===== config.mk =====
export PLATFORM = sky130hd
export DESIGN_NAME = acl_codec_access
export DESIGN_NICKNAME = d
export VERILOG_FILES = /design/src/inc/acl_pkg.sv /design/src/acl_sync2.sv /design/src/acl_bitclk.sv /design/src/acl_codec_access.sv
export SDC_FILE = /design/constraint.sdc
export NUM_CORES = 1
export LEC_CHECK = 0
export ABC_AREA = 1
export ABC_CLOCK_PERIOD_IN_PS = 4600
export BUFFER_PORTS_ARGS = -buffer_cell sky130_fd_sc_hd__clkbuf_2
export CORE_UTILIZATION = 33
export CTS_BUF_LIST = sky130_fd_sc_hd__clkbuf_2
export CTS_CLUSTER_SIZE = 20
export DETAILED_ROUTE_END_ITERATION = 16
export PLACE_DENSITY = 0.47
export SLEW_MARGIN = 20
export SYNTH_ARGS = -nofsm -noshare
export SYNTH_HDL_FRONTEND = slang
export SYNTH_HIERARCHICAL = 1
export SYNTH_SLANG_ARGS = --single-unit
export TNS_END_PERCENT = 20

===== constraint.sdc =====
create_clock -name i_clk -period 4.6 [get_ports i_clk]
set_clock_uncertainty 0.15 [all_clocks]
set_input_delay 0.46 -clock i_clk [delete_from_list [all_inputs] [get_ports i_clk]]
set_output_delay 0.46 -clock i_clk [all_outputs]
set_load 0.02 [all_outputs]

===== src/inc/acl_pkg.sv =====
// Shared constants, modes and carrier structs of the AC-link codec access block
package acl_pkg;

	// ------------------------------------------------------------
	// Timing
	// ------------------------------------------------------------
	localparam int ACL_CLK_NS = 5;
	localparam int ACL_LINK_NS = 125;
	localparam int ACL_HALF_CYC = ACL_LINK_NS / (2 * ACL_CLK_NS);

	// ------------------------------------------------------------
	// Frame layout
	// ------------------------------------------------------------
	localparam logic [4:0] ACL_SLOT0_TOP = 5'h0F;
	localparam logic [4:0] ACL_SLOT_TOP = 5'h13;
	localparam logic [3:0] ACL_LAST_SLOT = 4'hC;
	localparam int ACL_TAG_FRAME = 15;
	localparam int ACL_TAG_S1 = 14;
	localparam int ACL_TAG_S2 = 13;
	localparam int ACL_TAG_S3 = 12;
	localparam int ACL_TAG_S4 = 11;
	localparam int ACL_TAG_S12 = 3;
	localparam int ACL_REQ_S3 = 11;
	localparam int ACL_REQ_S4 = 10;
	localparam logic [1:0] ACL_PRIMARY_ID = 2'h0;

	// ------------------------------------------------------------
	// Register indices, fields and reset values
	// ------------------------------------------------------------
	localparam logic [6:0] ACL_OFS_PDN = 7'h26;
	localparam logic [6:0] ACL_OFS_RISE_IRQ_ENABLE = 7'h5E;
	localparam logic [6:0] ACL_OFS_FALL_IRQ_ENABLE = 7'h60;
	localparam logic [6:0] ACL_OFS_IRQ_CLEAR_STATUS = 7'h62;
	localparam logic [6:0] ACL_OFS_FEATURE_ONE = 7'h6A;
	localparam logic [6:0] ACL_OFS_TEST_SELECTOR = 7'h6E;
	localparam int ACL_LINK_POWERDOWN_BIT = 12;
	localparam int ACL_SLOT_IRQ_FORWARD_ENABLE = 1;
	localparam logic [15:0] ACL_REG_RESET = 16'h0000;

	// ------------------------------------------------------------
	// Types
	// ------------------------------------------------------------
	typedef enum logic [1:0] {ACL_RUN, ACL_PDN, ACL_WARM, ACL_ICT} acl_mode_e;

	typedef struct packed {
		logic wr;
		logic rd;
		logic [6:0] addr;
		logic [15:0] wdata;
	} acl_reg_req_s;

	typedef struct packed {
		logic valid;
		logic [19:0] left;
		logic [19:0] right;
	} acl_pcm_s;

	typedef struct packed {
		logic rec_var;
		logic play_var;
		logic play_need;
		logic play_pdn;
	} acl_rate_s;

	typedef struct packed {
		acl_mode_e mode;
		logic armed;
		logic vtest;
		logic oe_n;
		logic clk_lvl;
		logic sdi;
		logic sync_q;
		logic fstart;
		logic infrm;
		logic [3:0] slot;
		logic [4:0] sbit;
		logic [19:0] sh;
		logic [15:0] tag;
		logic [6:0] addr;
		logic rd_wait;
		logic pend;
		logic [15:0] rsp;
		logic [15:0] tx_tag;
		logic [19:0] tx_s1;
		logic [19:0] tx_s2;
		logic [19:0] tx_s3;
		logic [19:0] tx_s4;
		logic tx_gint;
		logic [15:0] pdn_reg;
		logic [15:0] rise_irq_enable_reg;
		logic [15:0] fall_irq_enable_reg;
		logic [15:0] feature_control_status_one_reg;
		logic [15:0] test_selector_reg;
		acl_reg_req_s req;
		logic [15:0] irq_clr;
		acl_pcm_s play;
		logic rec_take;
		logic irq;
		logic [15:0] tfunc;
	} acl_state_s;

endpackage


===== src/acl_sync2.sv =====
// Two-stage synchroniser for pins arriving from outside the clock domain
`timescale 1ns/1ps
`default_nettype none
module acl_sync2 #(
	parameter int W = 1
) (
	input wire logic i_clk,
	input wire logic i_srst,
	input wire logic [W-1:0] i_d,
	output logic [W-1:0] o_q
);
	logic [W-1:0] meta_reg;

	always_ff @(posedge i_clk) begin
		if (i_srst) begin
			meta_reg <= '0;
			o_q <= '0;
		end else begin
			meta_reg <= i_d;
			o_q <= meta_reg;
		end
	end
endmodule
`default_nettype wire


===== src/acl_bitclk.sv =====
// Divider making rise and fall enable pulses for the link bit clock
`timescale 1ns/1ps
`default_nettype none
module acl_bitclk #(
	parameter int HALF = acl_pkg::ACL_HALF_CYC
) (
	input wire logic i_clk,
	input wire logic i_srst,
	input wire logic i_en,
	output logic o_rise,
	output logic o_fall
);
	logic [7:0] cnt_reg;
	logic hi_reg;

	// Stopped divider parks low so the first edge after restart is a rise
	always_ff @(posedge i_clk) begin
		if (i_srst || !i_en) begin
			cnt_reg <= 8'h00;
			hi_reg <= 1'b0;
			o_rise <= 1'b0;
			o_fall <= 1'b0;
		end else if (cnt_reg == 8'(HALF - 1)) begin
			cnt_reg <= 8'h00;
			hi_reg <= !hi_reg;
			o_rise <= !hi_reg;
			o_fall <= hi_reg;
		end else begin
			cnt_reg <= cnt_reg + 8'h01;
			o_rise <= 1'b0;
			o_fall <= 1'b0;
		end
	end
endmodule
`default_nettype wire


===== src/acl_codec_access.sv =====
// Codec-side AC-link access: slot 0 decode, register access, requests, power-down and test modes
//
// How it works
// - Slot 0 tags: frame, slot1, slot2, slots 3-12.
// - Act only on valid primary tagged accesses.
// - Read in frame N answered in N+1.
// - Write stored; next frame slot tags cleared.
// - Slot 1/2 tags only carry read data.
// - Request bits valid regardless of slot 1 tag.
// - Variable capture rate: slot 3/4 tag per sample.
// - Active-low requests at bits 11, 10 only.
// - Requests from rate, fill, power state each frame.
// - Power-down bit write halts bit clock, data.
// - Wake event raises interrupt pin while down.
// - Forwarded wake holds data high until sync pulse ends.
// - Data-out high at reset release: in-circuit test.
// - Sync high at reset release: vendor test.
// - In-circuit test floats bit clock and data.
// - Test selector picks the vendor test function.
// - Primary codec only, timing from local clock.
// - Launch on rising, sample on falling edge.
// - Warm reset: restart clock after sync low.
// - Input slots 5 to 11 stuffed with zero.
`timescale 1ns/1ps
`default_nettype none
module acl_codec_access #(
	parameter int HALF = acl_pkg::ACL_HALF_CYC
) (
	input wire logic i_clk,
	input wire logic i_srst,
	input wire logic i_sync,
	input wire logic i_sdata_out,
	input wire logic [15:0] i_irq_status,
	input wire acl_pkg::acl_rate_s i_rate,
	input wire acl_pkg::acl_pcm_s i_rec,
	input wire logic [15:0] i_reg_rdata,
	output logic o_bit_clk,
	output logic o_bit_clk_oe_n,
	output logic o_sdata_in,
	output logic o_sdata_in_oe_n,
	output logic o_interrupt_output_pin,
	output acl_pkg::acl_reg_req_s o_reg,
	output logic [15:0] o_irq_clear,
	output acl_pkg::acl_pcm_s o_play,
	output logic o_rec_take,
	output logic [15:0] o_test_func
);
	acl_pkg::acl_state_s s_reg;
	acl_pkg::acl_state_s s_next;
	logic sync_s;
	logic sdo_s;
	logic [15:0] irq_s;
	logic rise;
	logic fall;

	// ------------------------------------------------------------
	// Pin synchronisers and bit clock divider
	// ------------------------------------------------------------
	acl_sync2 #(.W(18)) u_sync (
		.i_clk(i_clk),
		.i_srst(i_srst),
		.i_d({i_sync, i_sdata_out, i_irq_status}),
		.o_q({sync_s, sdo_s, irq_s})
	);

	// Bit clock made from the local clock, never taken from the controller
	acl_bitclk #(.HALF(HALF)) u_div (
		.i_clk(i_clk),
		.i_srst(i_srst),
		.i_en(s_reg.mode == acl_pkg::ACL_RUN && s_reg.armed),
		.o_rise(rise),
		.o_fall(fall)
	);

	// ------------------------------------------------------------
	// Helpers
	// ------------------------------------------------------------
	function automatic logic tx_bit(acl_pkg::acl_state_s s);
		case (s.slot)
			4'h0: tx_bit = s.tx_tag[s.sbit[3:0]];
			4'h1: tx_bit = s.tx_s1[s.sbit];
			4'h2: tx_bit = s.tx_s2[s.sbit];
			4'h3: tx_bit = s.tx_s3[s.sbit];
			4'h4: tx_bit = s.tx_s4[s.sbit];
			4'hC: tx_bit = s.tx_gint && s.sbit == 5'h00;
			default: tx_bit = 1'b0;
		endcase
	endfunction

	function automatic logic [15:0] reg_read(acl_pkg::acl_state_s s, logic [15:0] st, logic [15:0] ext);
		case (s.req.addr)
			acl_pkg::ACL_OFS_PDN: reg_read = s.pdn_reg;
			acl_pkg::ACL_OFS_RISE_IRQ_ENABLE: reg_read = s.rise_irq_enable_reg;
			acl_pkg::ACL_OFS_FALL_IRQ_ENABLE: reg_read = s.fall_irq_enable_reg;
			acl_pkg::ACL_OFS_IRQ_CLEAR_STATUS: reg_read = st;
			acl_pkg::ACL_OFS_FEATURE_ONE: reg_read = s.feature_control_status_one_reg;
			acl_pkg::ACL_OFS_TEST_SELECTOR: reg_read = s.test_selector_reg;
			default: reg_read = ext;
		endcase
	endfunction

	// ------------------------------------------------------------
	// Next state
	// ------------------------------------------------------------
	always_comb begin
		logic [19:0] w;
		logic prim;
		logic slot_irq_forward_enable;
		logic req3;
		logic req4;
		w = {s_reg.sh[18:0], sdo_s};
		slot_irq_forward_enable = s_reg.feature_control_status_one_reg[acl_pkg::ACL_SLOT_IRQ_FORWARD_ENABLE];
		prim = s_reg.tag[acl_pkg::ACL_TAG_FRAME] && s_reg.tag[acl_pkg::ACL_TAG_S1]
			&& s_reg.tag[1:0] == acl_pkg::ACL_PRIMARY_ID;
		req3 = !i_rate.play_pdn && (!i_rate.play_var || i_rate.play_need);
		req4 = req3;
		s_next = s_reg;
		s_next.req.wr = 1'b0;
		s_next.req.rd = 1'b0;
		s_next.irq_clr = 16'h0000;
		s_next.play.valid = 1'b0;
		s_next.rec_take = 1'b0;
		s_next.fstart = 1'b0;
		s_next.irq = |irq_s;
		s_next.tfunc = s_reg.vtest ? s_reg.test_selector_reg : 16'h0000;
		// Reset clears the pin synchronisers too: wait until the straps have passed them
		if (!s_reg.armed) begin
			s_next.sbit = s_reg.sbit + 5'h01;
			if (s_reg.sbit == 5'h02) begin
				s_next.armed = 1'b1;
				s_next.mode = sdo_s ? acl_pkg::ACL_ICT : acl_pkg::ACL_RUN;
				s_next.vtest = sync_s;
			end
		end
		if (s_reg.rd_wait) begin
			s_next.rd_wait = 1'b0;
			s_next.rsp = reg_read(s_reg, irq_s, i_reg_rdata);
			s_next.pend = 1'b1;
		end
		case (s_reg.mode)
			acl_pkg::ACL_ICT: begin
				// Held until cold reset
				s_next.clk_lvl = 1'b0;
			end
			acl_pkg::ACL_PDN: begin
				s_next.clk_lvl = 1'b0;
				if (slot_irq_forward_enable && |irq_s) begin
					s_next.sdi = 1'b1;
				end
				if (sync_s) begin
					s_next.mode = acl_pkg::ACL_WARM;
				end
			end
			acl_pkg::ACL_WARM: begin
				// No restart while sync is high: avoids a false frame start
				if (!sync_s) begin
					s_next.mode = acl_pkg::ACL_RUN;
					s_next.sdi = 1'b0;
					s_next.sync_q = 1'b0;
				end
			end
			acl_pkg::ACL_RUN: begin
				if (rise && s_reg.armed) begin
					s_next.clk_lvl = 1'b1;
					s_next.sdi = s_reg.infrm ? tx_bit(s_reg) : 1'b0;
				end
				if (fall && s_reg.armed) begin
					s_next.clk_lvl = 1'b0;
					s_next.sync_q = sync_s;
					s_next.sh = w;
					if (sync_s && !s_reg.sync_q) begin
						s_next.fstart = 1'b1;
						s_next.infrm = 1'b1;
						s_next.slot = 4'h0;
						s_next.sbit = acl_pkg::ACL_SLOT0_TOP;
						s_next.pend = 1'b0;
						s_next.tx_tag = {1'b1, s_reg.pend, s_reg.pend,
							!i_rate.rec_var || i_rec.valid, !i_rate.rec_var || i_rec.valid,
							7'h00, slot_irq_forward_enable, 3'h0};
						s_next.tx_s1 = {1'b0, s_reg.pend ? s_reg.req.addr : 7'h00,
							!req3, !req4, 8'h00, 2'h0};
						s_next.tx_s2 = {s_reg.pend ? s_reg.rsp : 16'h0000, 4'h0};
						s_next.tx_gint = slot_irq_forward_enable && |irq_s;
						s_next.rec_take = i_rec.valid;
						if (i_rec.valid) begin
							s_next.tx_s3 = i_rec.left;
							s_next.tx_s4 = i_rec.right;
						end
					end else if (s_reg.infrm) begin
						if (s_reg.sbit == 5'h00) begin
							s_next.sbit = acl_pkg::ACL_SLOT_TOP;
							s_next.slot = s_reg.slot + 4'h1;
							s_next.infrm = s_reg.slot != acl_pkg::ACL_LAST_SLOT;
							case (s_reg.slot)
								4'h0: s_next.tag = w[15:0];
								4'h1: s_next.addr = w[18:12];
								4'h2: begin
									if (prim && s_reg.tag[acl_pkg::ACL_TAG_S2]) begin
										s_next.req.wr = 1'b1;
										s_next.req.addr = s_reg.addr;
										s_next.req.wdata = w[19:4];
										case (s_reg.addr)
											acl_pkg::ACL_OFS_PDN: begin
												s_next.pdn_reg = w[19:4];
												if (w[4 + acl_pkg::ACL_LINK_POWERDOWN_BIT]) begin
													s_next.mode = acl_pkg::ACL_PDN;
													s_next.clk_lvl = 1'b0;
													s_next.sdi = 1'b0;
													s_next.infrm = 1'b0;
												end
											end
											acl_pkg::ACL_OFS_RISE_IRQ_ENABLE: s_next.rise_irq_enable_reg = w[19:4];
											acl_pkg::ACL_OFS_FALL_IRQ_ENABLE: s_next.fall_irq_enable_reg = w[19:4];
											acl_pkg::ACL_OFS_IRQ_CLEAR_STATUS: s_next.irq_clr = w[19:4];
											acl_pkg::ACL_OFS_FEATURE_ONE: s_next.feature_control_status_one_reg = w[19:4];
											acl_pkg::ACL_OFS_TEST_SELECTOR: s_next.test_selector_reg = w[19:4];
											default: s_next.req.wr = 1'b1;
										endcase
									end else if (prim) begin
										s_next.req.rd = 1'b1;
										s_next.req.addr = s_reg.addr;
										s_next.rd_wait = 1'b1;
									end
								end
								4'h3: s_next.play.left = w;
								4'h4: begin
									s_next.play.right = w;
									s_next.play.valid = s_reg.tag[acl_pkg::ACL_TAG_S3]
										|| s_reg.tag[acl_pkg::ACL_TAG_S4];
								end
								default: s_next.sh = w;
							endcase
						end else begin
							s_next.sbit = s_reg.sbit - 5'h01;
						end
					end
				end
			end
			default: s_next.mode = acl_pkg::ACL_RUN;
		endcase
		s_next.oe_n = s_next.mode == acl_pkg::ACL_ICT;
	end

	always_ff @(posedge i_clk) begin
		if (i_srst) begin
			s_reg <= '0;
		end else begin
			s_reg <= s_next;
		end
	end

	// ------------------------------------------------------------
	// Outputs
	// ------------------------------------------------------------
	assign o_bit_clk = s_reg.clk_lvl;
	assign o_bit_clk_oe_n = s_reg.oe_n;
	assign o_sdata_in = s_reg.sdi;
	assign o_sdata_in_oe_n = s_reg.oe_n;
	assign o_interrupt_output_pin = s_reg.irq;
	assign o_reg = s_reg.req;
	assign o_irq_clear = s_reg.irq_clr;
	assign o_play = s_reg.play;
	assign o_rec_take = s_reg.rec_take;
	assign o_test_func = s_reg.tfunc;
endmodule
`default_nettype wire


Yosys cells after proc, flatten, opt, wreduce, memory -nomap -nowiden

Cells that the tools add are included.

Bits in registers: 378
Latch bits: 0
Memory bits (writable): 0
Memory bits (read-only): 0
Bits of input ports: 81
Output and inout port bits: 104
Logic and storage cells: 216
Memories: 0

Add/sub/neg operators: 4
Multipliers: 0
Div/mod/pow operators: 0
Order comparisons: 2
Equal/unequal tests: 28
Shift operators: 0
Multiplexer cells: 66
Bitwise gates (word level): 12
Reduce and logical (&&, ||, !) cells: 60

Operators with widths:

| operator           | count |
|---|---|
| $pmux 16 s6        | 1 |
| $eq 7x7->1 const B | 10 |
| $mux 59            | 1 |
| $mux 54            | 1 |
| $mux 50            | 1 |
| $mux 44            | 1 |
| $reduce_and 8->1   | 5 |
| $mux 16            | 2 |
| $mux 2             | 13 |
| $mux 1             | 24 |
| $mux 24            | 1 |
| $reduce_and 6->1   | 4 |
| $mux 7             | 3 |
| $bmux 1 s5         | 4 |
| $mux 17            | 1 |
| $reduce_or 16->1   | 1 |
| $mux 5             | 3 |
| $eq 7x6->1 const B | 2 |
| $reduce_and 7->1   | 2 |
| $reduce_or 7->1    | 2 |
| $not 1->1          | 12 |
| $logic_and 1x1->1  | 10 |
| $mux 10            | 1 |
| $reduce_bool 2->1  | 5 |
| other kinds (38)   | 62 |

Depth between registers and ports, before layout

Gate-level depths: netlist (run 1).

Word-level depth: 14
Depth in mapped cells: 18

Modules after synthesis

Netlist (run 1), hierarchy kept.

By module, submodules not included:

| module           | instances | cells each | area each (um^2) |
|---|---|---|---|
| acl_codec_access | 1         | 1760       | 13646.8 |
| acl_sync2        | 1         | 112        | 1041.0 |
| acl_bitclk       | 1         | 74         | 543.0 |

Least setup slack after synthesis (run 1)

OpenSTA, ideal clock, no wires.

Path type: register to register
From: reg s_reg[338] (netlist bit)
To: reg s_reg[117] (netlist bit)
Setup time: 119 ps
Data arrival time: 2164 ps
Required time: 4331 ps
Setup slack: 2168 ps
Stages on the path, launching flop included: 16
Buffers on the path: 4
Path through: dfxtp_1 buf_2 inv_1 clkbuf_1 ha_1 nand2_4 nor2_8 nand3_2 inv_4 nand3_4 buf_6 nor2_4 inv_2 buf_6 o21ai_1 a21oi_1

Longest elaborated chain between the ends: 2

RTL lines:

| what                       | RTL line                | text |
|---|---|---|
| start: declaration         | acl_codec_access.sv:48  | `acl_pkg::acl_state_s s_reg;` |
| start signal: assignment   | acl_codec_access.sv:248 | `s_reg <= s_next;` |
| $logic_not 5->1            | acl_codec_access.sv:190 | `if (s_reg.sbit == 5'h00) begin` |
| $reduce_and 8->1 (no line) | -                       |  |

Every way passes these cells.
A chain may end at the register's enable or synchronous reset.

Final worst setup path (run 1)

From: reg s_reg[339] (netlist bit)
To: reg s_reg[159] (netlist bit)

Same word-level chain as after synthesis.

==> results of run 1 <==
## per-layer routing
layer	share of wire [%]	global-route usage (%)
met2	43	29.5
met5	0	0
met4	2.4	7.30
met1	49	27.2
met3	6.4	4.53
## worst max-delay path: stages, from the launching register on
cell and delay (ns):
sky130_fd_sc_hd__dfxtp_1 0.32, sky130_fd_sc_hd__inv_1 0.47, sky130_fd_sc_hd__ha_1 0.31, sky130_fd_sc_hd__nand2_4 0.08, sky130_fd_sc_hd__nor2_8 0.13, sky130_fd_sc_hd__nand3_2 0.11
sky130_fd_sc_hd__inv_4 0.11, sky130_fd_sc_hd__nand3_4 0.21, sky130_fd_sc_hd__inv_2 0.41, sky130_fd_sc_hd__nand3_2 0.56, sky130_fd_sc_hd__o21ai_0 0.34, sky130_fd_sc_hd__a21oi_1 0.06
## final timing paths
check / startpoint / endpoint / slack (ns) / cells past startpoint
setup / recovery: s_reg[339] / s_reg[159] / 1.18 / 11
hold / removal: i_reg_rdata[7] / s_reg[284] / 0.13 / 4
setup reg to reg: s_reg[339] / s_reg[159] / 1.18 / 11
hold reg to reg: u_sync/meta_reg[12] / u_sync/o_q[12] / 0.25 / 2
## kinds of logic after synthesis
| kind of cell | Yosys count |
|---|---|
| adders and majority gates | 9 |
| xor gates and xnor gates | 7 |
| and+or+nand+nor | 462 |
| buffers and inverters | 527 |
| muxes | 1 |
| DFF | 364 |
| AOI/OAI and AO/OA | 576 |
## through the flow
| step | total power (uW) | area [um2] | worst slack, ns |
|---|---|---|---|
| global placement | 4000 | 15700 | 1.19 |
| CTS | 6430 | 18300 | 1.15 |
| floorplan | 3790 | 15200 | 2.17 |
| global route | 6720 | 18300 | 0.789 |
| finish | 6320 | 18300 | 1.18 |
| detailed placement | 4000 | 15700 | 1.15 |
## power breakdown
part	total [uW]	switching (uW)	leakage [uW]	internal, uW
sequential	3210	26.7	0.00294	3180
clock	2300	1390	0.000682	908
combinational	817	506	0.00386	310
## final cells by class
cell class / count / area, um2
Fill cell: 4889 / 27200
Clock inverter: 32 / 153
Tap cell: 600 / 751
Inverter: 324 / 1220
Antenna cell: 1 / 2.50
Sequential cell: 364 / 7290
Multi-Input combinational cell: 1055 / 5460
Clock buffer: 147 / 736
Timing Repair Buffer: 362 / 2680
## layout by cell type, fill, tap and decap left out, types with 2 or more instances in the layout
cell type	n
sky130_fd_sc_hd__nor3_1	27
sky130_fd_sc_hd__xor2_1	6
sky130_fd_sc_hd__nor2_4	6
sky130_fd_sc_hd__clkbuf_2	330
sky130_fd_sc_hd__nand3_1	51
sky130_fd_sc_hd__nor3_2	3
sky130_fd_sc_hd__dlygate4sd3_1	165
sky130_fd_sc_hd__a21oi_1	215
sky130_fd_sc_hd__inv_2	12
sky130_fd_sc_hd__a211oi_1	5
sky130_fd_sc_hd__inv_4	3
sky130_fd_sc_hd__clkinv_1	26
sky130_fd_sc_hd__dfxtp_1	363
sky130_fd_sc_hd__a32o_1	9
sky130_fd_sc_hd__nor4_1	4
sky130_fd_sc_hd__a31oi_1	19
sky130_fd_sc_hd__o21ai_1	30
sky130_fd_sc_hd__nand2_2	4
sky130_fd_sc_hd__o21ai_0	220
sky130_fd_sc_hd__clkinv_2	2
sky130_fd_sc_hd__buf_4	12
sky130_fd_sc_hd__a211oi_2	15
sky130_fd_sc_hd__nand3_2	4
sky130_fd_sc_hd__o22ai_1	50
sky130_fd_sc_hd__nor2_2	17
sky130_fd_sc_hd__o31ai_1	3
sky130_fd_sc_hd__inv_1	311
sky130_fd_sc_hd__nand4_1	12
sky130_fd_sc_hd__ha_1	9
sky130_fd_sc_hd__nor2_1	135
sky130_fd_sc_hd__nor3_4	2
sky130_fd_sc_hd__o211ai_1	4
sky130_fd_sc_hd__nand2_1	190
==> qor.log, run 1 <==
INFO  run_status     outcome=finished, final reports clean
INFO  cts            cts_buffers=100
INFO  floorplanning  chipHeight=217um
INFO  logic_synthesis synth_warnings=6
INFO  logic_synthesis ys_ff_latch=364
INFO  sta            setup_viol_count_final=0
INFO  detailed_routing dr.pass1.iters=5
INFO  logic_synthesis synth_top_family_by_area=compound AO/OA/AOI/OAI gates
INFO  sta            setup_tns=0ns
INFO  worst_setup_path worstSetupEndpointType=register
INFO  floorplanning  std_cell_rows=78
INFO  place          placement.io_buffers=184
INFO  global_route   gr-usage-all-layers=19.6%
INFO  worst_setup_path required=5.33ns
INFO  cells_and_area share_of_post_route_cells_with_drive_strength_above_1=18.4%
INFO  floorplanning  core=45,500um2
INFO  sta            fin_crit_sh=74.4%
INFO  logic_synthesis share_of_synthesized_cell_area_in_full_adder_half_adder_and_majority_cells=0.739%
INFO  cts            htree_num_levels=3
INFO  global_route   antenna_found_initial=1
INFO  logic_synthesis post-synth-top-area-fraction=47.8%
INFO  power_and_ir_drop static_leakage=0.00748uW
INFO  detailed_routing initialDrtViolationCount=907
INFO  logic_synthesis post_synth_mux_area_share=0.0657%
INFO  place          place_congestion=0.847
INFO  place          place.detailed.hpwl=30.3mm
INFO  logic_synthesis synth_xor_area_share=0.403%
INFO  cts            clock_tree.root_cell=sky130_fd_sc_hd__clkbuf_2
INFO  cts            clk_latency=1.05ns
INFO  power_and_ir_drop worst_ir_drop_vdd=0.000124V
INFO  floorplanning  die-area=47,000um2
INFO  logic_synthesis synth_compound_area_share=20.9%
INFO  worst_setup_path worst-path-max-fanout=32
INFO  sta            transition_time_at_the_pin_with_the_least_slew_margin=0.949ns
INFO  global_route   grt_overflow=0
INFO  detailed_routing wl_per_cell=16.0um
INFO  cells_and_area postLayoutCoreUtil=40.2%
INFO  worst_setup_path startpoint_class_of_the_critical_path=register
INFO  logic_synthesis synth.yosys.seq_area_share=47.8%
INFO  sta            highest_clock_rate=292MHz
INFO  detailed_routing detail_route.drc_violations=0
INFO  hold_path      hold_class=in -> reg
INFO  sta            finalHoldViolCount=0
INFO  sta            total_count_of_max_transition_violations_in_the_final_report=0
INFO  logic_synthesis count_of_cell_types_in_the_netlist=48
INFO  worst_setup_path worst-endpoint-arrival=4.15ns
INFO  cts            post-cts-setup-buffer-count=0
INFO  floorplanning  design.portCount=185
INFO  detailed_routing via_count=13.4k
INFO  logic_synthesis yosys-top-cells-count=sky130_fd_sc_hd__dfxtp_1, sky130_fd_sc_hd__inv_1, sky130_fd_sc_hd__o21ai_0, sky130_fd_sc_hd__a21oi_1, sky130_fd_sc_hd__nand2_1
INFO  global_route   grt_first_pass_wirelength=71.6mm
INFO  logic_synthesis proportion_of_synthesized_flip_flops_having_asynchronous_set_or_reset=0%
INFO  detailed_routing ant_nets=0
INFO  cts            cts_buffer_depth=3
INFO  logic_synthesis synthDominantAreaCellType=sky130_fd_sc_hd__dfxtp_1
INFO  cells_and_area largest_reg_flops=214
INFO  cts            cts_hold_repair.buffers=165
INFO  place          numPlacedInstances=2,540
INFO  logic_synthesis synth-simple-area-share=13.7%
INFO  cells_and_area layout.nets=2,297
INFO  logic_synthesis synth_edf_count=0
INFO  global_route   via_count_of_the_first_global_routing_pass=12.9k
INFO  logic_synthesis syn_nets=2,036
INFO  cells_and_area filler_free_cell_count_of_the_finished_design=2,885
INFO  cts            cts_tree=yes
INFO  logic_synthesis synthMostInstantiatedCell=sky130_fd_sc_hd__dfxtp_1
INFO  cts            number_of_cells_upsized_or_downsized_after_cts=0
INFO  power_and_ir_drop power-per-cell-area=346nW/um2
INFO  worst_setup_path startpoint_to_endpoint_class_of_the_critical_path=reg -> reg
INFO  cts            clkSinkCount=364
INFO  detailed_routing via_per_inst=4.65
INFO  cts            cts.reportedPaths.clkPinSlew=0.09ns
INFO  logic_synthesis syn-cell-area=15,200um2
INFO  detailed_routing routed_wirelength=46.2mm
INFO  floorplanning  die_x=217um
INFO  cells_and_area syn2layout_area_growth=20.1%
INFO  sta            slew_headroom=36.6%
INFO  sta            hold-worst-slack=0.126ns
INFO  sta            layout_min_cycle_time=3.42ns
INFO  floorplanning  start_util=33.5%
INFO  job            drv.max_cap_violation_count=0
INFO  logic_synthesis cells_taking_the_most_area_after_synthesis=sky130_fd_sc_hd__dfxtp_1, sky130_fd_sc_hd__inv_1, sky130_fd_sc_hd__o21ai_0
INFO  global_route   pin_count_of_the_biggest_net_entering_global_routing=157
INFO  logic_synthesis syn-mean-instance-area=7.83um2
INFO  sta            rsz0062_at_grt=no
INFO  logic_synthesis netlist_instances=1,946
INFO  logic_synthesis ys.flop_type=sky130_fd_sc_hd__dfxtp_1
Power figures use the tool's default switching activity.
==> inputs of run 2 (changes only) <==
--- a/config.mk
+++ b/config.mk
@@ -6,13 +6,13 @@
 export NUM_CORES = 1
 export LEC_CHECK = 0
 export ABC_AREA = 1
-export ABC_CLOCK_PERIOD_IN_PS = 4600
+export ABC_CLOCK_PERIOD_IN_PS = 2800
 export BUFFER_PORTS_ARGS = -buffer_cell sky130_fd_sc_hd__clkbuf_2
 export CORE_UTILIZATION = 33
 export CTS_BUF_LIST = sky130_fd_sc_hd__clkbuf_2
 export CTS_CLUSTER_SIZE = 20
 export DETAILED_ROUTE_END_ITERATION = 16
-export PLACE_DENSITY = 0.47
+export PLACE_DENSITY = 0.49
 export SLEW_MARGIN = 20
 export SYNTH_ARGS = -nofsm -noshare
 export SYNTH_HDL_FRONTEND = slang
==> constraint.sdc (replaced) <==
create_clock -name i_clk -period 2.8 [get_ports i_clk]
set_clock_uncertainty 0.15 [all_clocks]
set_input_delay 0.28 -clock i_clk [delete_from_list [all_inputs] [get_ports i_clk]]
set_output_delay 0.28 -clock i_clk [all_outputs]
set_load 0.02 [all_outputs]
==> run 2 against run 1 <==
Clock power grew 61%; highest routed layer unchanged; sequential power grew 64%; total power grew 65%; register-to-register slack lost 1.1 ns; cell area grew 4.9%; maximum frequency grew 24%; wire length grew 2.7%; die area is the same; combinational power grew 77%; count of clock-buffer cells in the layout shrank 7.
==> qor.log, run 2 (synthesis gave the netlist of run 1 again) <==
INFO  run_status     outcome=finished, final reports clean
INFO  cts            cts_buffers=99 [-1.0%]
INFO  floorplanning  std_cell_rows=78 [unchanged]
INFO  worst_setup_path critPathSlowestCell=sky130_fd_sc_hd__dlygate4sd3_1
INFO  worst_setup_path startpoint_to_endpoint_class_of_the_critical_path=reg -> reg
INFO  floorplanning  die-area=47,000um2 [unchanged]
INFO  detailed_routing detail_route.drc_violations=0 [unchanged]
INFO  cells_and_area postLayoutCoreUtil=42.2% [+2.0 points]
INFO  power_and_ir_drop p_total=10,400uW [+65%]
INFO  cells_and_area final_cell_mix=sky130_fd_sc_hd__dfxtp_1, sky130_fd_sc_hd__clkbuf_2, sky130_fd_sc_hd__inv_1, sky130_fd_sc_hd__dlygate4sd3_1, sky130_fd_sc_hd__o21ai_0
INFO  cells_and_area syn2layout_area_growth=26.0%
INFO  global_route   grt_first_pass_wirelength=73.2mm [+2.3%]
INFO  power_and_ir_drop power-per-cell-area=543nW/um2 [+57%]
INFO  sta            slew_headroom=46.4% [+9.9 points]
INFO  sta            fin_crit_sh=98.8% [+24 points]
INFO  cts            cts_tree=yes
INFO  power_and_ir_drop static_leakage=0.00791uW [+5.7%]
INFO  detailed_routing initialDrtViolationCount=909 [+0.22%]
INFO  detailed_routing wl_per_cell=16.0um [-0.22%]
INFO  cts            clk_latency=1.05ns [about the same]
INFO  floorplanning  start_util=33.5% [unchanged]
INFO  sta            setup_tns=0ns [unchanged]
INFO  worst_setup_path r2r-end=s_reg[287]
INFO  floorplanning  core=45,500um2 [unchanged]
INFO  sta            finalHoldViolCount=0 [unchanged]
INFO  cts            cts_buffer_depth=3 [unchanged]
INFO  floorplanning  chipHeight=217um [unchanged]
INFO  cells_and_area fillerInstances=4,723 [-3.4%]
INFO  sta            setup_viol_count_final=0 [unchanged]
INFO  cells_and_area share_of_post_route_cells_with_drive_strength_above_1=18.9% [+0.50 points]
INFO  sta            rsz0062_at_grt=yes
INFO  worst_setup_path crit_end=s_reg[287]
INFO  cells_and_area layout.nets=2,389 [+4.0%]
INFO  detailed_routing via_count=13.7k [+2.3%]
INFO  worst_setup_path r2r_start=o_reg[21]
INFO  worst_setup_path ff2ff_path_depth=8 [-3]
INFO  sta            highest_clock_rate=361MHz [+24%]
INFO  cells_and_area mostFrequentLayoutCell=sky130_fd_sc_hd__dfxtp_1
INFO  cts            htree_num_levels=3 [unchanged]
INFO  worst_setup_path required=3.65ns [-1.68 ns]
INFO  worst_setup_path startpoint=o_reg[21]
INFO  power_and_ir_drop worst_ir_drop_vdd=0.000325V [+160%]
INFO  cts            cts.reportedPaths.clkPinSlew=0.11ns [+0.02 ns]
INFO  worst_setup_path startpoint_class_of_the_critical_path=register
INFO  worst_setup_path cp_slowest_stage_delay=0.57ns [about the same]
INFO  cts            clkSinkCount=364 [unchanged]
INFO  global_route   antenna_found_initial=1 [unchanged]
INFO  global_route   grt_overflow=0 [unchanged]
INFO  cells_and_area largest_reg_flops=214 [unchanged]
INFO  worst_setup_path reg2reg_slack=0.03ns [-1.15 ns]
INFO  sta            total_count_of_max_transition_violations_in_the_final_report=0 [unchanged]
INFO  place          placement.io_buffers=184 [unchanged]
INFO  job            drv.max_cap_violation_count=0 [unchanged]
INFO  floorplanning  design.portCount=185 [unchanged]
INFO  detailed_routing dr.pass1.iters=5 [unchanged]
INFO  place          place_congestion=0.826 [-2.5%]
INFO  global_route   via_count_of_the_first_global_routing_pass=13.3k [+3.1%]
INFO  global_route   pin_count_of_the_biggest_net_entering_global_routing=151 [-3.8%]
INFO  worst_setup_path worst-path-max-fanout=16 [-50%]
INFO  floorplanning  die_x=217um [unchanged]
INFO  hold_path      min_delay_path_depth=2 [-2]
INFO  sta            hold-worst-slack=0.248ns [+0.122 ns]
INFO  hold_path      hold_class=reg -> reg
INFO  global_route   gr-usage-all-layers=20.1% [+0.47 points]
INFO  worst_setup_path worstSetupEndpointType=register
INFO  detailed_routing via_per_inst=4.62 [-0.58%]
INFO  detailed_routing routed_wirelength=47.4mm [+2.7%]
INFO  worst_setup_path cp_cell_sequence=nand2_1, nor2_1, nand4_1, buf_4, o22ai_1, nor3_1, a31oi_1, dlygate4sd3_1
INFO  worst_setup_path worst-endpoint-arrival=3.62ns [-0.53 ns]
INFO  place          place.detailed.hpwl=30.5mm [+0.55%]
INFO  cts            clock_tree.root_cell=sky130_fd_sc_hd__clkbuf_2
INFO  sta            layout_min_cycle_time=2.77ns [-0.653 ns]
INFO  detailed_routing ant_nets=0 [unchanged]
INFO  sta            transition_time_at_the_pin_with_the_least_slew_margin=0.802ns [-0.146 ns]
## run 2: timing repair
item,4_1_cts,5_1_grt
endpoints found under the setup margin,0,31
hold endpoints to repair,352,0
buffers inserted,0,4
resized for setup,0,11
hold buffers,233,0
## run 2: critical path, delay by kind of cell (launching register included)
family                 cells  cell delay, ns
buffers and inverters      2            0.81
flip-flops                 1            0.50
AO/OA/AOI/OAI              2            0.54
AND/OR/NAND/NOR            4            0.70
## run 2: metrics by stage
stage	setup slack (ns)	std cells	instance area, um2
CTS	0.0592	2962	19100
floorplan	0.368	1946	15200
detailed placement	0.345	2561	15900
global route	-0.0438	2967	19200
global placement	0.408	2561	15900
finish	0.0329	2968	19200
## run 2: worst min-delay path by stage
stage	startpoint	to	slack (ns)
after floorplan	i_irq_status[0]	u_sync/meta_reg[0]	0.24
after global placement	u_sync/meta_reg[10]	u_sync/o_q[10]	0.25
after detailed placement	u_sync/meta_reg[13]	u_sync/o_q[13]	0.25
after CTS	u_sync/meta_reg[8]	u_sync/o_q[8]	0.23
after global routing	u_sync/meta_reg[8]	u_sync/o_q[8]	0.26
final	u_sync/meta_reg[8]	u_sync/o_q[8]	0.25
## run 2: layout make-up
| class | instances | area, um2 | area share [%] |
|---|---|---|---|
| Multi-Input combinational cell | 1055 | 5470 | 28.5 |
| Sequential cell | 364 | 7290 | 38.0 |
| Clock buffer | 140 | 701 | 3.65 |
| Timing Repair Buffer | 455 | 3580 | 18.7 |
| Tap cell | 600 | 751 | 3.91 |
| Antenna cell | 2 | 5.00 | 0.0261 |
| Clock inverter | 28 | 160 | 0.835 |
| Inverter | 324 | 1230 | 6.39 |
## run 2: power by group
part           leakage (uW)  switching, uW  internal (uW)
Clock              0.000658           2250           1450
Combinational       0.00432            874            576
Sequential          0.00294           41.8           5230
## run 2: per-layer routing
layer  vias up  global-route usage, %  wire length [um]
met5         -                      0                 0
met4         0                   8.45              1250
met3        80                   4.21              2870
met2       433                   30.5             20600
met1      6229                   27.5             22800
li1       6984                      -                 -
==> inputs of run 3 (changes only) <==
--- a/config.mk
+++ b/config.mk
@@ -6,13 +6,13 @@
 export NUM_CORES = 1
 export LEC_CHECK = 0
 export ABC_AREA = 1
-export ABC_CLOCK_PERIOD_IN_PS = 2800
+export ABC_CLOCK_PERIOD_IN_PS = 2870
 export BUFFER_PORTS_ARGS = -buffer_cell sky130_fd_sc_hd__clkbuf_2
 export CORE_UTILIZATION = 33
 export CTS_BUF_LIST = sky130_fd_sc_hd__clkbuf_2
 export CTS_CLUSTER_SIZE = 20
 export DETAILED_ROUTE_END_ITERATION = 16
-export PLACE_DENSITY = 0.49
+export PLACE_DENSITY = 0.47
 export SLEW_MARGIN = 20
 export SYNTH_ARGS = -nofsm -noshare
 export SYNTH_HDL_FRONTEND = slang
==> constraint.sdc (replaced) <==
create_clock -name i_clk -period 2.87 [get_ports i_clk]
set_clock_uncertainty 0.15 [all_clocks]
set_input_delay 0.287 -clock i_clk [delete_from_list [all_inputs] [get_ports i_clk]]
set_output_delay 0.287 -clock i_clk [all_outputs]
set_load 0.02 [all_outputs]
==> run 3 against run 2 <==
Via count decreased by 1.1%; register-to-register slack improved by 0.23 ns; wire length decreased by 2.0%; global-route usage decreased by 0.39 points; non-clock buffer count decreased by 50; cell area decreased by 2.7%; die area unchanged; flip-flop and latch count unchanged; total power decreased by 1.7%; maximum frequency increased by 6.0%; count of clock-buffer cells in the layout increased by 4; setup slack improved by 0.23 ns.
==> qor.log, run 3 (synthesis gave the netlist of run 1 again) <==
INFO  global_route   via_count_of_the_first_global_routing_pass=12.9k [-3.4%]
INFO  cells_and_area mostFrequentLayoutCell=sky130_fd_sc_hd__dfxtp_1
INFO  global_route   gr-usage-all-layers=19.7% [-0.39 points]
INFO  run_status     outcome=finished, final reports clean
INFO  cts            cts_buffer_depth=3 [unchanged]
INFO  cts            clkSinkCount=364 [unchanged]
INFO  worst_setup_path worst-endpoint-arrival=3.36ns [-0.26 ns]
INFO  sta            setup_ws=0.259ns [+0.226 ns]
INFO  detailed_routing dr.pass1.iters=5 [unchanged]
INFO  global_route   grt_first_pass_wirelength=71.7mm [-2.0%]
INFO  power_and_ir_drop sw_frac_of_total=30.1% [-0.31 points]
INFO  power_and_ir_drop p_total=10,200uW [-1.7%]
INFO  worst_setup_path startpoint_to_endpoint_class_of_the_critical_path=reg -> reg
INFO  worst_setup_path cp_cell_sequence=nor2_2, inv_2, nor2_4, inv_2, nor2_4, inv_2, nor2_4, inv_4, buf_4, nor2_1, nor2_1, dlygate4sd3_1
INFO  sta            slew_headroom=49.7% [+3.2 points]
INFO  global_route   pin_count_of_the_biggest_net_entering_global_routing=162 [+7.3%]
INFO  power_and_ir_drop static_leakage=0.00766uW [-3.2%]
INFO  cts            cts_tree=yes
INFO  detailed_routing via_per_inst=4.65 [+0.53%]
INFO  cts            htree_num_levels=3 [unchanged]
INFO  cells_and_area layout.nets=2,338 [-2.1%]
INFO  sta            highest_clock_rate=383MHz [+6.0%]
INFO  sta            transition_time_at_the_pin_with_the_least_slew_margin=0.753ns [-0.0491 ns]
INFO  sta            total_count_of_max_transition_violations_in_the_final_report=0 [unchanged]
INFO  floorplanning  std_cell_rows=78 [unchanged]
INFO  cts            post-cts-setup-buffer-count=0 [unchanged]
INFO  detailed_routing wl_per_cell=15.9um [-0.46%]
INFO  power_and_ir_drop p_sw=3080uW [-2.7%]
INFO  sta            finalHoldViolCount=0 [unchanged]
INFO  sta            fin_crit_sh=91.0% [-7.9 points]
INFO  sta            rsz0062_at_grt=no
INFO  global_route   antenna_found_initial=3 [+2]
INFO  worst_setup_path required=3.62ns [-0.03 ns]
INFO  global_route   grt_overflow=0 [unchanged]
INFO  place          placement.io_buffers=184 [unchanged]
INFO  cts            clock_tree.root_cell=sky130_fd_sc_hd__clkbuf_2
INFO  power_and_ir_drop pwr-share-clk=36.2% [+0.7 points]
INFO  place          pre_cts_ws=0.431ns [+0.0855 ns]
INFO  floorplanning  die-area=47,000um2 [unchanged]
INFO  detailed_routing ant_nets=0 [unchanged]
INFO  worst_setup_path startpoint_class_of_the_critical_path=register
INFO  detailed_routing initialDrtViolationCount=903 [-0.66%]
INFO  sta            layout_min_cycle_time=2.61ns [-0.156 ns]
INFO  worst_setup_path worst-path-max-fanout=47 [+31]
INFO  power_and_ir_drop worst_ir_drop_vdd=0.000326V [+0.24%]
INFO  detailed_routing routed_wirelength=46.5mm [-2.0%]
INFO  cts            cts_buffers=98 [-1.0%]
INFO  detailed_routing detail_route.drc_violations=0 [unchanged]
INFO  power_and_ir_drop p_int=7160uW [-1.3%]
INFO  cells_and_area share_of_post_route_cells_with_drive_strength_above_1=19.1% [+0.12 points]
INFO  cells_and_area fillerInstances=4,835 [+2.4%]
INFO  hold_path      hold_class=in -> reg
INFO  cells_and_area syn2layout_area_growth=22.6%
INFO  floorplanning  chipHeight=217um [unchanged]
INFO  job            drv.max_cap_violation_count=0 [unchanged]
INFO  power_and_ir_drop power-per-cell-area=549nW/um2 [+1.0%]
INFO  cts            cts.reportedPaths.clkPinSlew=0.11ns [about the same]
INFO  floorplanning  core=45,500um2 [unchanged]
INFO  worst_setup_path cp_slowest_stage_delay=0.55ns [-0.02 ns]
INFO  cells_and_area postLayoutCoreUtil=41.1% [-1.1 points]
INFO  floorplanning  die_x=217um [unchanged]
INFO  cts            clk_latency=1.02ns [-0.03 ns]
INFO  place          place.detailed.hpwl=30.8mm [+0.90%]
INFO  cells_and_area final_cell_mix=sky130_fd_sc_hd__dfxtp_1, sky130_fd_sc_hd__clkbuf_2, sky130_fd_sc_hd__inv_1, sky130_fd_sc_hd__o21ai_0, sky130_fd_sc_hd__a21oi_1
INFO  cells_and_area largest_reg_flops=214 [unchanged]
INFO  worst_setup_path critPathSlowestCell=sky130_fd_sc_hd__dlygate4sd3_1
INFO  power_and_ir_drop gate_power_share=13.6% [-0.3 points]
INFO  sta            setup_viol_count_final=0 [unchanged]
INFO  place          place_congestion=0.813 [-1.5%]
INFO  sta            setup_tns=0ns [unchanged]
INFO  detailed_routing via_count=13.6k [-1.1%]
INFO  floorplanning  design.portCount=185 [unchanged]
INFO  power_and_ir_drop seq_power_share=50.1% [-0.5 points]
INFO  floorplanning  start_util=33.5% [unchanged]
INFO  worst_setup_path worstSetupEndpointType=register
-- run 3: power by group through the flow --
stage / clock [uW] / sequential [uW] / combinational, uW
floorplan: 0 / 5250 / 825
finish: 3710 / 5140 / 1400
detailed placement: 0 / 5250 / 1210
global route: 4150 / 5150 / 1550
global placement: 0 / 5250 / 1210
CTS: 3890 / 5140 / 1400
-- run 3: layout make-up --
cell class	count	area, um2	area share, %
Sequential cell	364	7290	39.0
Multi-Input combinational cell	1055	5460	29.2
Timing Repair Buffer	405	3060	16.4
Inverter	324	1230	6.57
Tap cell	600	751	4.02
Clock buffer	144	721	3.86
Clock inverter	28	173	0.925
Antenna cell	1	2.50	0.0134
-- run 3: what timing repair did --
action,in CTS,in global routing
endpoints found under the hold margin,113,0
hold buffers,185,0
endpoints found under the setup margin,0,9
resized for setup,0,2
-- run 3: worst paths after layout --
kind                      startpoint             to  slack (ns)  cells past startpoint
hold / removal                i_srst       o_reg[6]        0.20                      3
setup reg to reg          s_reg[355]     s_reg[217]        0.26                     12
setup / recovery          s_reg[355]     s_reg[217]        0.26                     12
hold reg to reg   u_sync/meta_reg[2]  u_sync/o_q[2]        0.24                      2
-- run 3: layer usage --
layer	track usage [%]	vias to the layer above	part of all wire, %
li1	-	6887	-
met1	27.0	6243	48
met2	30.0	400	43
met3	4.49	50	6.5
met4	7.35	0	2.1
met5	0	-	0
-- run 3: critical path, delay by kind of cell, from the launching register on --
kind	cells	cell delay, ns
buffers and inverters	6	1.23
DFF	1	0.36
and+or+nand+nor	6	0.75
-- run 3: metrics by stage --
stage / instances / instance area, um2 / hold WS (ns)
6_report: 2921 / 18700 / 0.203
5_1_grt: 2921 / 18700 / 0.156
4_1_cts: 2920 / 18700 / 0.0406
3_5_place_dp: 2563 / 15900 / 0.247
3_3_place_gp: 2563 / 15900 / 0.250
2_1_floorplan: 1946 / 15200 / 0.238
